<file path="config.mk">
export PLATFORM = sky130hd
export DESIGN_NAME = dcl_control
export DESIGN_NICKNAME = d
export VERILOG_FILES = /design/src/common/dcl_pkg.sv /design/src/common/dcl_start_if.sv /design/src/rtl/dcl_control.sv /design/src/rtl/dcl_startup.sv
export SDC_FILE = /design/constraint.sdc
export NUM_CORES = 1
export LEC_CHECK = 0
export ABC_AREA = 1
export BUFFER_PORTS_ARGS = -buffer_cell sky130_fd_sc_hd__clkbuf_2
export CELL_PAD_IN_SITES_DETAIL_PLACEMENT = 0
export CELL_PAD_IN_SITES_GLOBAL_PLACEMENT = 1
export CORE_UTILIZATION = 30
export DETAILED_ROUTE_END_ITERATION = 10
export PLACE_DENSITY_LB_ADDON = 0.1
export SLEW_MARGIN = 0
export SYNTH_ARGS = -nofsm -noshare
export SYNTH_HDL_FRONTEND = slang
export SYNTH_SLANG_ARGS = --single-unit
</file>
<file path="constraint.sdc">
create_clock -name MCLK -period 1.5 [get_ports MCLK]
set_input_delay 0.15 -clock MCLK [delete_from_list [all_inputs] [get_ports MCLK]]
set_output_delay 0.15 -clock MCLK [all_outputs]
set_load 0.01 [all_outputs]
</file>
<file path="src/common/dcl_pkg.sv">
package dcl_pkg;
   // Register offsets (printed 0x00, 0x01 are indices; byte address is index times four)
   localparam logic [7:0]  CONTROL_IDX       = 8'h00;
   localparam logic [7:0]  CODE_IDX          = 8'h01;
   localparam logic [11:0] CONTROL_ADDR      = 12'h000;
   localparam logic [11:0] CODE_ADDR         = 12'h004;
   localparam logic [11:0] POWER_STATE_ADDR  = 12'h008;
   localparam int          ADDR_W            = 12;
   // Control field positions
   localparam int          ENABLE_BIT        = 0;
   localparam int          PIN_BUF_BIT       = 6;
   localparam int          STANDBY_RUN_BIT   = 7;
   localparam logic [7:0]  CONTROL_WR_MASK   = 8'hc1;
   localparam logic [7:0]  CONTROL_RESET     = 8'h00;
   localparam logic [7:0]  CODE_RESET        = 8'h00;
   // Power state field positions
   localparam int          ST_CORE_ON_BIT    = 0;
   localparam int          ST_BUF_ON_BIT     = 1;
   localparam int          ST_SETTLE_BIT     = 2;
   localparam int          ST_INTERNAL_BIT   = 3;
   localparam int          ST_PIN_BIT        = 4;
   // Start-up time after power-up before a conversion is issued
   localparam int          CLK_PERIOD_NS     = 100;
   localparam int          STARTUP_NS        = 1000;
   localparam int          STARTUP_CYCLES    = (STARTUP_NS + CLK_PERIOD_NS - 1) / CLK_PERIOD_NS;
   localparam int          STARTUP_W         = 8;
   typedef enum logic [1:0] {SLEEP_ACTIVE, SLEEP_IDLE, SLEEP_STANDBY, SLEEP_POWERDOWN} dcl_sleep_t;
endpackage : dcl_pkg

</file>
<file path="src/common/dcl_start_if.sv">
`timescale 1ns/100ps
`default_nettype none
interface dcl_start_if;
   logic       powered;
   logic       settled;
   logic [7:0] load;
   modport ctrl  (output powered, input settled, output load);
   modport timer (input powered, output settled, input load);
endinterface : dcl_start_if
`default_nettype wire

</file>
<file path="src/rtl/dcl_control.sv">
// Notes on behaviour
// - Enable bit 0 powers converter on/off
// - Code write while enabled starts conversion
// - Code write while disabled only stores
// - Bit 6 powers buffer, routes to pin
// - Only first instance drives a pin
// - Output offered to internal consumers only while core is powered (not in halted standby or power-down)
// - Bit 7 keeps converting in standby
// - Bit 7 clear halts in standby
// - Halted standby powers core and buffer off
// - Wake re-powers, waits start-up before converting
// - Power-down always powers everything off
// - Full 8-bit code drives converter
// - Debug halt changes nothing
// - Logic runs on peripheral clock
`timescale 1ns/100ps
`default_nettype none
module dcl_control
   import dcl_pkg::*;
#(
   parameter bit IS_FIRST_INSTANCE = 1'b1
)(
   input  wire logic              MCLK,
   input  wire logic              RST_N,
   input  wire logic              PSEL,
   input  wire logic              PENABLE,
   input  wire logic              PWRITE,
   input  wire logic [ADDR_W-1:0] PADDR,
   input  wire logic [31:0]       PWDATA,
   input  wire logic [3:0]        PSTRB,
   output logic [31:0]            PRDATA,
   output logic                   PREADY,
   output logic                   PSLVERR,
   input  wire logic [1:0]        SLEEP_MODE,
   input  wire logic              DEBUG_HALT,
   output logic                   CORE_POWER,
   output logic                   PIN_BUFFER_POWER,
   output logic                   PIN_ROUTE,
   output logic                   INTERNAL_OFFER,
   output logic [7:0]             CONVERT_CODE,
   output logic                   CONVERT_STROBE
);
   logic [7:0]  converter_control;
   logic [7:0]  converter_code;
   logic        pending;
   logic [1:0]  sleep_s1;
   logic [1:0]  sleep_s2;
   logic        debug_s1;
   logic        debug_s2;
   logic        wr_en;
   logic        rd_en;
   logic        hit_ctrl;
   logic        hit_code;
   logic        hit_stat;
   logic        halt_sleep;
   logic        next_core;
   logic        next_buf;
   logic        keep_running_in_standby;
   logic        pin_buffer_on;
   logic        enable;
   dcl_sleep_t  sleep_mode;
   dcl_start_if sif ();

   ////////////////////////////////////////////////////////////////////////////
   // Synchronisers
   always_ff @(posedge MCLK or negedge RST_N) begin
      if (!RST_N) begin
         sleep_s1 <= 2'h0;
         sleep_s2 <= 2'h0;
         debug_s1 <= 1'b0;
         debug_s2 <= 1'b0;
      end else begin
         sleep_s1 <= SLEEP_MODE;
         sleep_s2 <= sleep_s1;
         debug_s1 <= DEBUG_HALT;
         debug_s2 <= debug_s1;
      end
   end

   ////////////////////////////////////////////////////////////////////////////
   // APB decode
   // peripheral clock
   assign wr_en    = PSEL && PENABLE && PWRITE && PREADY;
   assign rd_en    = PSEL && !PENABLE && !PWRITE;
   assign hit_ctrl = (PADDR == CONTROL_ADDR);
   assign hit_code = (PADDR == CODE_ADDR);
   assign hit_stat = (PADDR == POWER_STATE_ADDR);
   assign keep_running_in_standby = converter_control[STANDBY_RUN_BIT];
   assign pin_buffer_on           = converter_control[PIN_BUF_BIT];
   assign enable                  = converter_control[ENABLE_BIT];
   assign sleep_mode              = dcl_sleep_t'(sleep_s2);

   always_ff @(posedge MCLK or negedge RST_N) begin
      if (!RST_N) begin
         PREADY <= 1'b0;
      end else begin
         PREADY <= PSEL && !PENABLE;
      end
   end

   always_ff @(posedge MCLK or negedge RST_N) begin
      if (!RST_N) begin
         PSLVERR <= 1'b0;
      end else begin
         PSLVERR <= PSEL && !PENABLE && !(hit_ctrl || hit_code || (hit_stat && !PWRITE));
      end
   end

   always_ff @(posedge MCLK or negedge RST_N) begin
      if (!RST_N) begin
         PRDATA <= 32'h0000_0000;
      end else if (rd_en) begin
         if (hit_ctrl) begin
            PRDATA <= {24'h00_0000, converter_control};
         end else if (hit_code) begin
            PRDATA <= {24'h00_0000, converter_code};
         end else if (hit_stat) begin
            PRDATA <= {27'h000_0000, PIN_ROUTE, INTERNAL_OFFER, sif.settled,
                       PIN_BUFFER_POWER, CORE_POWER};
         end else begin
            PRDATA <= 32'h0000_0000;
         end
      end
   end

   ////////////////////////////////////////////////////////////////////////////
   // Registers
   // enable bit write
   always_ff @(posedge MCLK or negedge RST_N) begin
      if (!RST_N) begin
         converter_control <= CONTROL_RESET;
      end else if (wr_en && hit_ctrl && PSTRB[0]) begin
         converter_control <= PWDATA[7:0] & CONTROL_WR_MASK;
      end
   end

   always_ff @(posedge MCLK or negedge RST_N) begin
      if (!RST_N) begin
         converter_code <= CODE_RESET;
      end else if (wr_en && hit_code && PSTRB[0]) begin
         converter_code <= PWDATA[7:0];
      end
   end

   ////////////////////////////////////////////////////////////////////////////
   // Power control
   // debug halt ignored
   always_comb begin
      case (sleep_mode)
         SLEEP_STANDBY:   halt_sleep = !keep_running_in_standby;
         SLEEP_POWERDOWN: halt_sleep = 1'b1;
         default:         halt_sleep = 1'b0;
      endcase
   end

   assign next_core = enable && !halt_sleep;
   assign next_buf  = next_core && pin_buffer_on && IS_FIRST_INSTANCE;
   assign sif.powered = next_core;
   assign sif.load    = 8'(STARTUP_CYCLES);

   always_ff @(posedge MCLK or negedge RST_N) begin
      if (!RST_N) begin
         CORE_POWER       <= 1'b0;
         PIN_BUFFER_POWER <= 1'b0;
         PIN_ROUTE        <= 1'b0;
         INTERNAL_OFFER   <= 1'b0;
      end else begin
         CORE_POWER       <= next_core;
         PIN_BUFFER_POWER <= next_buf;
         PIN_ROUTE        <= next_buf;
         INTERNAL_OFFER   <= next_core;
      end
   end

   dcl_startup u_startup (
      .MCLK  (MCLK),
      .RST_N (RST_N),
      .sif   (sif.timer)
   );

   ////////////////////////////////////////////////////////////////////////////
   // Conversion start
   // start on write
   always_ff @(posedge MCLK or negedge RST_N) begin
      if (!RST_N) begin
         pending <= 1'b0;
      end else if (!next_core) begin
         pending <= 1'b1;
      end else if (sif.settled) begin
         pending <= 1'b0;
      end else if (wr_en && hit_code && PSTRB[0]) begin
         pending <= 1'b1;
      end
   end

   always_ff @(posedge MCLK or negedge RST_N) begin
      if (!RST_N) begin
         CONVERT_CODE   <= CODE_RESET;
         CONVERT_STROBE <= 1'b0;
      end else begin
         CONVERT_STROBE <= 1'b0;
         if (sif.settled && (pending || (wr_en && hit_code && PSTRB[0]))) begin
            CONVERT_CODE   <= (wr_en && hit_code && PSTRB[0]) ? PWDATA[7:0] : converter_code;
            CONVERT_STROBE <= 1'b1;
         end
      end
   end

   ////////////////////////////////////////////////////////////////////////////
   // Assertions
   property p_off_when_disabled;
      @(posedge MCLK) disable iff (!RST_N)
      !enable |=> !CORE_POWER;
   endproperty
   a_off_when_disabled: assert property (p_off_when_disabled)
      else $error("Core powered while disabled");

   property p_write_starts;
      @(posedge MCLK) disable iff (!RST_N)
      (wr_en && hit_code && PSTRB[0] && sif.settled && next_core)
         |=> CONVERT_STROBE && CONVERT_CODE == $past(PWDATA[7:0]);
   endproperty
   a_write_starts: assert property (p_write_starts)
      else $error("Code write did not start conversion");

   property p_no_start_disabled;
      @(posedge MCLK) disable iff (!RST_N)
      !CORE_POWER |-> !CONVERT_STROBE;
   endproperty
   a_no_start_disabled: assert property (p_no_start_disabled)
      else $error("Conversion while disabled");

   property p_pin_first;
      @(posedge MCLK) disable iff (!RST_N)
      PIN_ROUTE |-> (IS_FIRST_INSTANCE && CORE_POWER && $past(pin_buffer_on));
   endproperty
   a_pin_first: assert property (p_pin_first)
      else $error("Pin routed illegally");

   property p_internal;
      @(posedge MCLK) disable iff (!RST_N)
      INTERNAL_OFFER == CORE_POWER;
   endproperty
   a_internal: assert property (p_internal)
      else $error("Internal offer mismatch");

   property p_powerdown;
      @(posedge MCLK) disable iff (!RST_N)
      (sleep_mode == SLEEP_POWERDOWN) |=> !CORE_POWER && !PIN_BUFFER_POWER;
   endproperty
   a_powerdown: assert property (p_powerdown)
      else $error("Powered in power-down");

   property p_standby_halt;
      @(posedge MCLK) disable iff (!RST_N)
      (sleep_mode == SLEEP_STANDBY && !keep_running_in_standby) |=> !CORE_POWER;
   endproperty
   a_standby_halt: assert property (p_standby_halt)
      else $error("Powered in halted standby");

   property p_standby_buffer;
      @(posedge MCLK) disable iff (!RST_N)
      (sleep_mode == SLEEP_STANDBY && !keep_running_in_standby) |=> !PIN_BUFFER_POWER;
   endproperty
   a_standby_buffer: assert property (p_standby_buffer)
      else $error("Buffer powered in halted standby");

   property p_wake_convert;
      @(posedge MCLK) disable iff (!RST_N)
      ($rose(sif.settled) && !(wr_en && hit_code && PSTRB[0]))
         |=> CONVERT_STROBE && CONVERT_CODE == $past(converter_code);
   endproperty
   a_wake_convert: assert property (p_wake_convert)
      else $error("Stored code not converted after start-up");

   property p_startup_wait;
      @(posedge MCLK) disable iff (!RST_N)
      $rose(CORE_POWER) |-> !CONVERT_STROBE [*2];
   endproperty
   a_startup_wait: assert property (p_startup_wait)
      else $error("Conversion before start-up");

   property p_code_hold;
      @(posedge MCLK) disable iff (!RST_N)
      !CONVERT_STROBE |-> $stable(CONVERT_CODE);
   endproperty
   a_code_hold: assert property (p_code_hold)
      else $error("Code changed without conversion");

   c_convert: cover property (@(posedge MCLK) disable iff (!RST_N) CONVERT_STROBE);
   c_pin:     cover property (@(posedge MCLK) disable iff (!RST_N) PIN_ROUTE);
   c_wake:    cover property (@(posedge MCLK) disable iff (!RST_N) $rose(CORE_POWER));
   c_debug:   cover property (@(posedge MCLK) disable iff (!RST_N) debug_s2 && CORE_POWER);
endmodule : dcl_control
`default_nettype wire

</file>
<file path="src/rtl/dcl_startup.sv">
`timescale 1ns/100ps
`default_nettype none
module dcl_startup
   import dcl_pkg::*;
(
   input  wire logic  MCLK,
   input  wire logic  RST_N,
   dcl_start_if.timer sif
);
   logic [STARTUP_W-1:0] count;
   logic                 powered_q;

   // Counts start-up cycles after each power-up
   always_ff @(posedge MCLK or negedge RST_N) begin
      if (!RST_N) begin
         count     <= '0;
         powered_q <= 1'b0;
      end else begin
         powered_q <= sif.powered;
         if (!sif.powered) begin
            count <= '0;
         end else if (!powered_q) begin
            count <= sif.load;
         end else if (count != '0) begin
            count <= count - 1'b1;
         end
      end
   end

   assign sif.settled = sif.powered && powered_q && (count == '0);
endmodule : dcl_startup
`default_nettype wire

</file>
After elaboration in Yosys (flattened, before gate mapping)
Index checks and enable logic that the tools add are counted.

word-level totals
  register bits after elaboration = 69
  output and inout port bits = 47
  word-level logic and storage cells = 59

cells by class
  add/sub/neg operators = 1
  equal/unequal tests = 6
  muxes and demuxes = 12
  reduce and logical (&&, ||, !) cells = 27

operator list
  kind                                                                    number
  8-bit two-way mux                                                       6
  1-bit logical AND                                                       16
  12-bit by 3-bit equality test with 1-bit output, second input constant  1
  12-bit by 4-bit equality test with 1-bit output, second input constant  1
  12-bit logical NOT                                                      1
  8-bit logical NOT                                                       1
  8-bit nonzero test                                                      1
  8-bit by 1-bit subtractor with 8-bit output, second input constant      1
  1-bit logical NOT                                                       5
  5-bit two-way mux                                                       1
  2-bit equality test, second input constant                              2
  1-bit two-way mux                                                       4
  1-bit logical OR                                                        3
  3-bit by 1-bit != test with 1-bit output, second input constant         1
  3-bit != test, second input constant                                    1
  1-bit one-hot mux with 2 select lines                                   1

Depth between registers and ports, before layout
  depth after elaboration = 9
  gate-level depth with buffers = 10

By module
A second synthesis with hierarchy kept.

second synthesis, totals
  cell total of the unflattened synthesis = 311
  area total of the unflattened synthesis = 2481.1 µm²

modules (own cells, without submodules)
  module       instances  cells an instance  area each (µm²)  sequential area each (µm²)
  dcl_control  1          219                1853.0           925.9
  dcl_startup  1          92                 628.1            225.2

Worst setup path after synthesis
OpenSTA, ideal clock, no wires.

  path type = register to register
  start point = register u_startup.count[0]
  end point = register CONVERT_CODE[0]
  library setup time = 0.116 ns
  arrival time = 1.379 ns
  required time = 1.384 ns
  path slack = 0.004 ns
  cell stages (with the launch flop) = 10
  cells stage by stage = dfrtp_1 inv_1 ha_1 nand3_1 nor2_2 nand2_1 nor2_2 nand2_2 nand2_1 nand2_1

on the way
  longest elaborated chain between the ends = 3

RTL lines
  element                 RTL line            source
  from (decl)             dcl_startup.sv:10   logic [STARTUP_W-1:0] count;
  from (signal assigned)  dcl_startup.sv:23   count <= sif.load;
  from (signal assigned)  dcl_startup.sv:25   count <= count - 1'b1;
  8-bit logical NOT       dcl_startup.sv:30   assign sif.settled = sif.powered && powered_q && (count == '0);
  1-bit logical AND       dcl_startup.sv:30
  1-bit logical AND       dcl_control.sv:202  if (sif.settled && (pending || (wr_en && hit_code && PSTRB[0]))) begin
  to (signal assigned)    dcl_control.sv:203  CONVERT_CODE <= (wr_en && hit_code && PSTRB[0]) ? PWDATA[7:0] : converter_code;
  to (decl)               dcl_control.sv:40   output logic [7:0] CONVERT_CODE,

Every way passes these cells.
A chain may end at the register's enable or synchronous reset.

Final worst setup path
  start point = register u_startup.count[1]
  end point = register CONVERT_CODE[2]

Same word-level chain as after synthesis.

==> impl_metrics.tcl <==
set metrics [dict create \
    start_kind "register" \
    portBuffers 50 \
    async_reset_ff_frac 1.00 \
    die_y_um 90.0 \
    num_antenna_cells 0 \
    cts_made_buffers 5 \
    crit_required_ns 1.69 \
    r2r_slack_ns 0.09 \
    totalWireLength_um 5290 \
    yosys.area_share.simple 0.317 \
    synth-compound-area-share 0.0480 \
    netlist_instances 280 \
    min_period_ns 1.41 \
    period_share 0.943 \
    drive_above_1_share 0.289 \
    cts_tree "done" \
    path_depth 9 \
    drtAntennaViolNets 0 \
    tns_ns 0 \
    yosysTopAreaCell "dfrtp_1" \
    r2r-start "u_startup.count[1]" \
    ff2ff_path_depth 9 \
    synth_edf_count 0 \
    antenna_found_initial 0 \
    synth_xor_xnor_area_share 0.00377 \
    die_x_um 90.0 \
    finalWorstSetupSlack_ns 0.0858 \
    min_path_type "input pin to register" \
    dieArea_um2 8100 \
    grt_start_max_net_pins 46 \
    insertion_delay_ns 0.30 \
    htree_levels 2 \
    critPathTopFamily "simple AND/OR/NAND/NOR gates" \
    setup_viol 0 \
    clk_pin_slew_ns 0.09 \
    end_kind "register" \
    dr.pass1.iters 4 \
    synth_top_family_by_area "simple AND/OR/NAND/NOR gates" \
    design.core.area_um2 7370 \
    clock_skew_ns 0.0119 \
    start_util 0.315 \
    grt_use_total 0.138 \
    utilization 0.393 \
    slew_viol_final 0 \
    dp_slack_ns -0.0437 \
    vias 1893 \
    cpMostUsedCell "nand2_1" \
    globalplace.congestion 0.739 \
    hold_violations 0 \
    pin_count 103 \
    leakagePower_nw 1.59 \
    drc_errors 0 \
    drv_cap 0 \
    grt-ovfl-total 0 \
    powerDensity_nw_per_um2 850 \
    grt_pass1_vias 1782 \
    reg2reg_to "CONVERT_CODE[2]" \
    cp_max_fo 8 \
    synth_cell_type_count 29 \
    yosys_warnings 0 \
    synth_top_flop_cell "dfrtp_1" \
    synth.top_cell.area_share 0.485 \
    final_cell_area_um2 2900 \
    endpoint "CONVERT_CODE[2]" \
    syn_avg_cell_area_um2 8.29 \
    synth_adder_area_share 0.00539 \
    crit_path_top_delay_cell "dfrtp_1" \
    drtIter0Drc 72 \
    grt_setup_unrepaired "yes" \
    grt_pass1_wl_um 8890 \
    ctsRootBufferMaster "clkbuf_8" \
    yosys-mux-area-fraction 0 \
    dpl.hpwl_um 3920 \
    nNetsFinal 412 \
    num_rows 31 \
    arrival_ns 1.60 \
    ys_ff_latch 45 \
    holdPathStages 2 \
    ys_seq_area_frac 0.485 \
    run_status "complete, no violations" \
    crit_chain "inv_2 > ha_4 > nand3_2 > nor2_4 > nand2_1 > nor2_4 > nand2_4 > nand2_1 > nand2_1" \
    vias_per_cell 4.16 \
    critPathLaunch "u_startup.count[1]" \
    ir_drop_mv 0.359 \
    layout_common_cells "nand2_1, clkbuf_2, dfrtp_1" \
    syn_to_final_growth_pct 24.7 \
    worst-setup-path-type "register to register" \
    timing.critical_path.buf_inv 1 \
    timing.fmax_mhz 707 \
    max_stage_delay_ns 0.39 \
    syn_area_um2 2320 \
    routedWlPerCell_um 11.6 \
    clock-sinks 45 \
    yosys-top-cells-area "dfrtp_1, nand2_1, buf_4, nand3_1, inv_1" \
    clockBufferDepth 2 \
    placed_area_um2 2720 \
    final_common_cell "nand2_1" \
]
==> power breakdown <==
group	internal, W	leakage [nW]	switching (W)	total, W
clock	0.000331	0.0385	0.000418	0.000748
combinational	0.000176	0.958	0.000256	0.000432
sequential	0.00125	0.590	0.0000277	0.00128
total	0.00176	1.59	0.000702	0.00246
==> synth_stat cells, types with 2 or more instances <==
cell type	n
buf_6	2
nor2_1	21
inv_1	21
a21oi_1	5
nor3_1	2
or2_0	2
inv_2	5
a21oi_4	2
nand3_1	25
nor2_2	5
nand3_4	2
o21ai_1	5
nor2_4	3
buf_4	26
nand2_1	88
nand4_1	9
dfrtp_1	45
==> cell families after synthesis <==
kind of cell	Yosys count
XOR/XNOR	1
other	1
adder cells (fa/ha/maj)	1
flip-flops	45
AO/OA/AOI/OAI	16
AND/OR/NAND/NOR	160
buffers and inverters	56
==> state kept, by name (all words and copies together) (netlist names), 2 cells and up <==
signal,flops
CONVERT_CODE,8
PRDATA,8
converter_code,8
converter_control,3
sleep_mode,2
sleep_s1,2
u_startup.count,8
==> cell type report <==
cell class	count	area (µm²)
clock buffer	7	76.3
clock inverter	1	7.51
fill	809	4470
inverter	26	97.6
multi-input combinational	203	1010
sequential	45	1130
tap	99	124
timing repair buffer	74	454
==> per-layer routing <==
metal | vias to the layer above | wire length (µm) | GRT usage
met4 | 0 | 54 | 0.0323
met5 | - | 0 | 0
met3 | 5 | 219 | 0.0279
met2 | 55 | 2220 | 0.200
met1 | 844 | 2790 | 0.209
li1 | 989 | - | -
==> stage by stage <==
step	total power, W	hold WS, ns	cells
finish	0.00246	0.0449	455
global route	0.00260	0.0448	455
CTS	0.00248	0.0372	453
detailed placement	0.00170	0.166	442
global placement	0.00170	0.156	442
floorplan	0.00157	-0.146	303
==> worst min-delay path by stage <==
stage,start,end,slack [ns]
2_1_floorplan,RST_N,CONVERT_CODE[0],-0.15
3_3_place_gp,RST_N,u_startup.powered_q,0.16
3_5_place_dp,RST_N,sleep_s1[0],0.17
4_1_cts,PENABLE,PREADY,0.04
5_1_grt,PENABLE,PREADY,0.04
6_report,PENABLE,PREADY,0.04
==> what timing repair did <==
item | in CTS | in global routing
cloned | 0 | 1
setup buffers | 0 | 1
resized for setup | 3 | 8
endpoints found under the hold margin | 47 | 0
pin swaps | 1 | 1
hold buffers | 3 | 0
setup endpoints to repair | 9 | 15
Power figures use the tool's default switching activity.
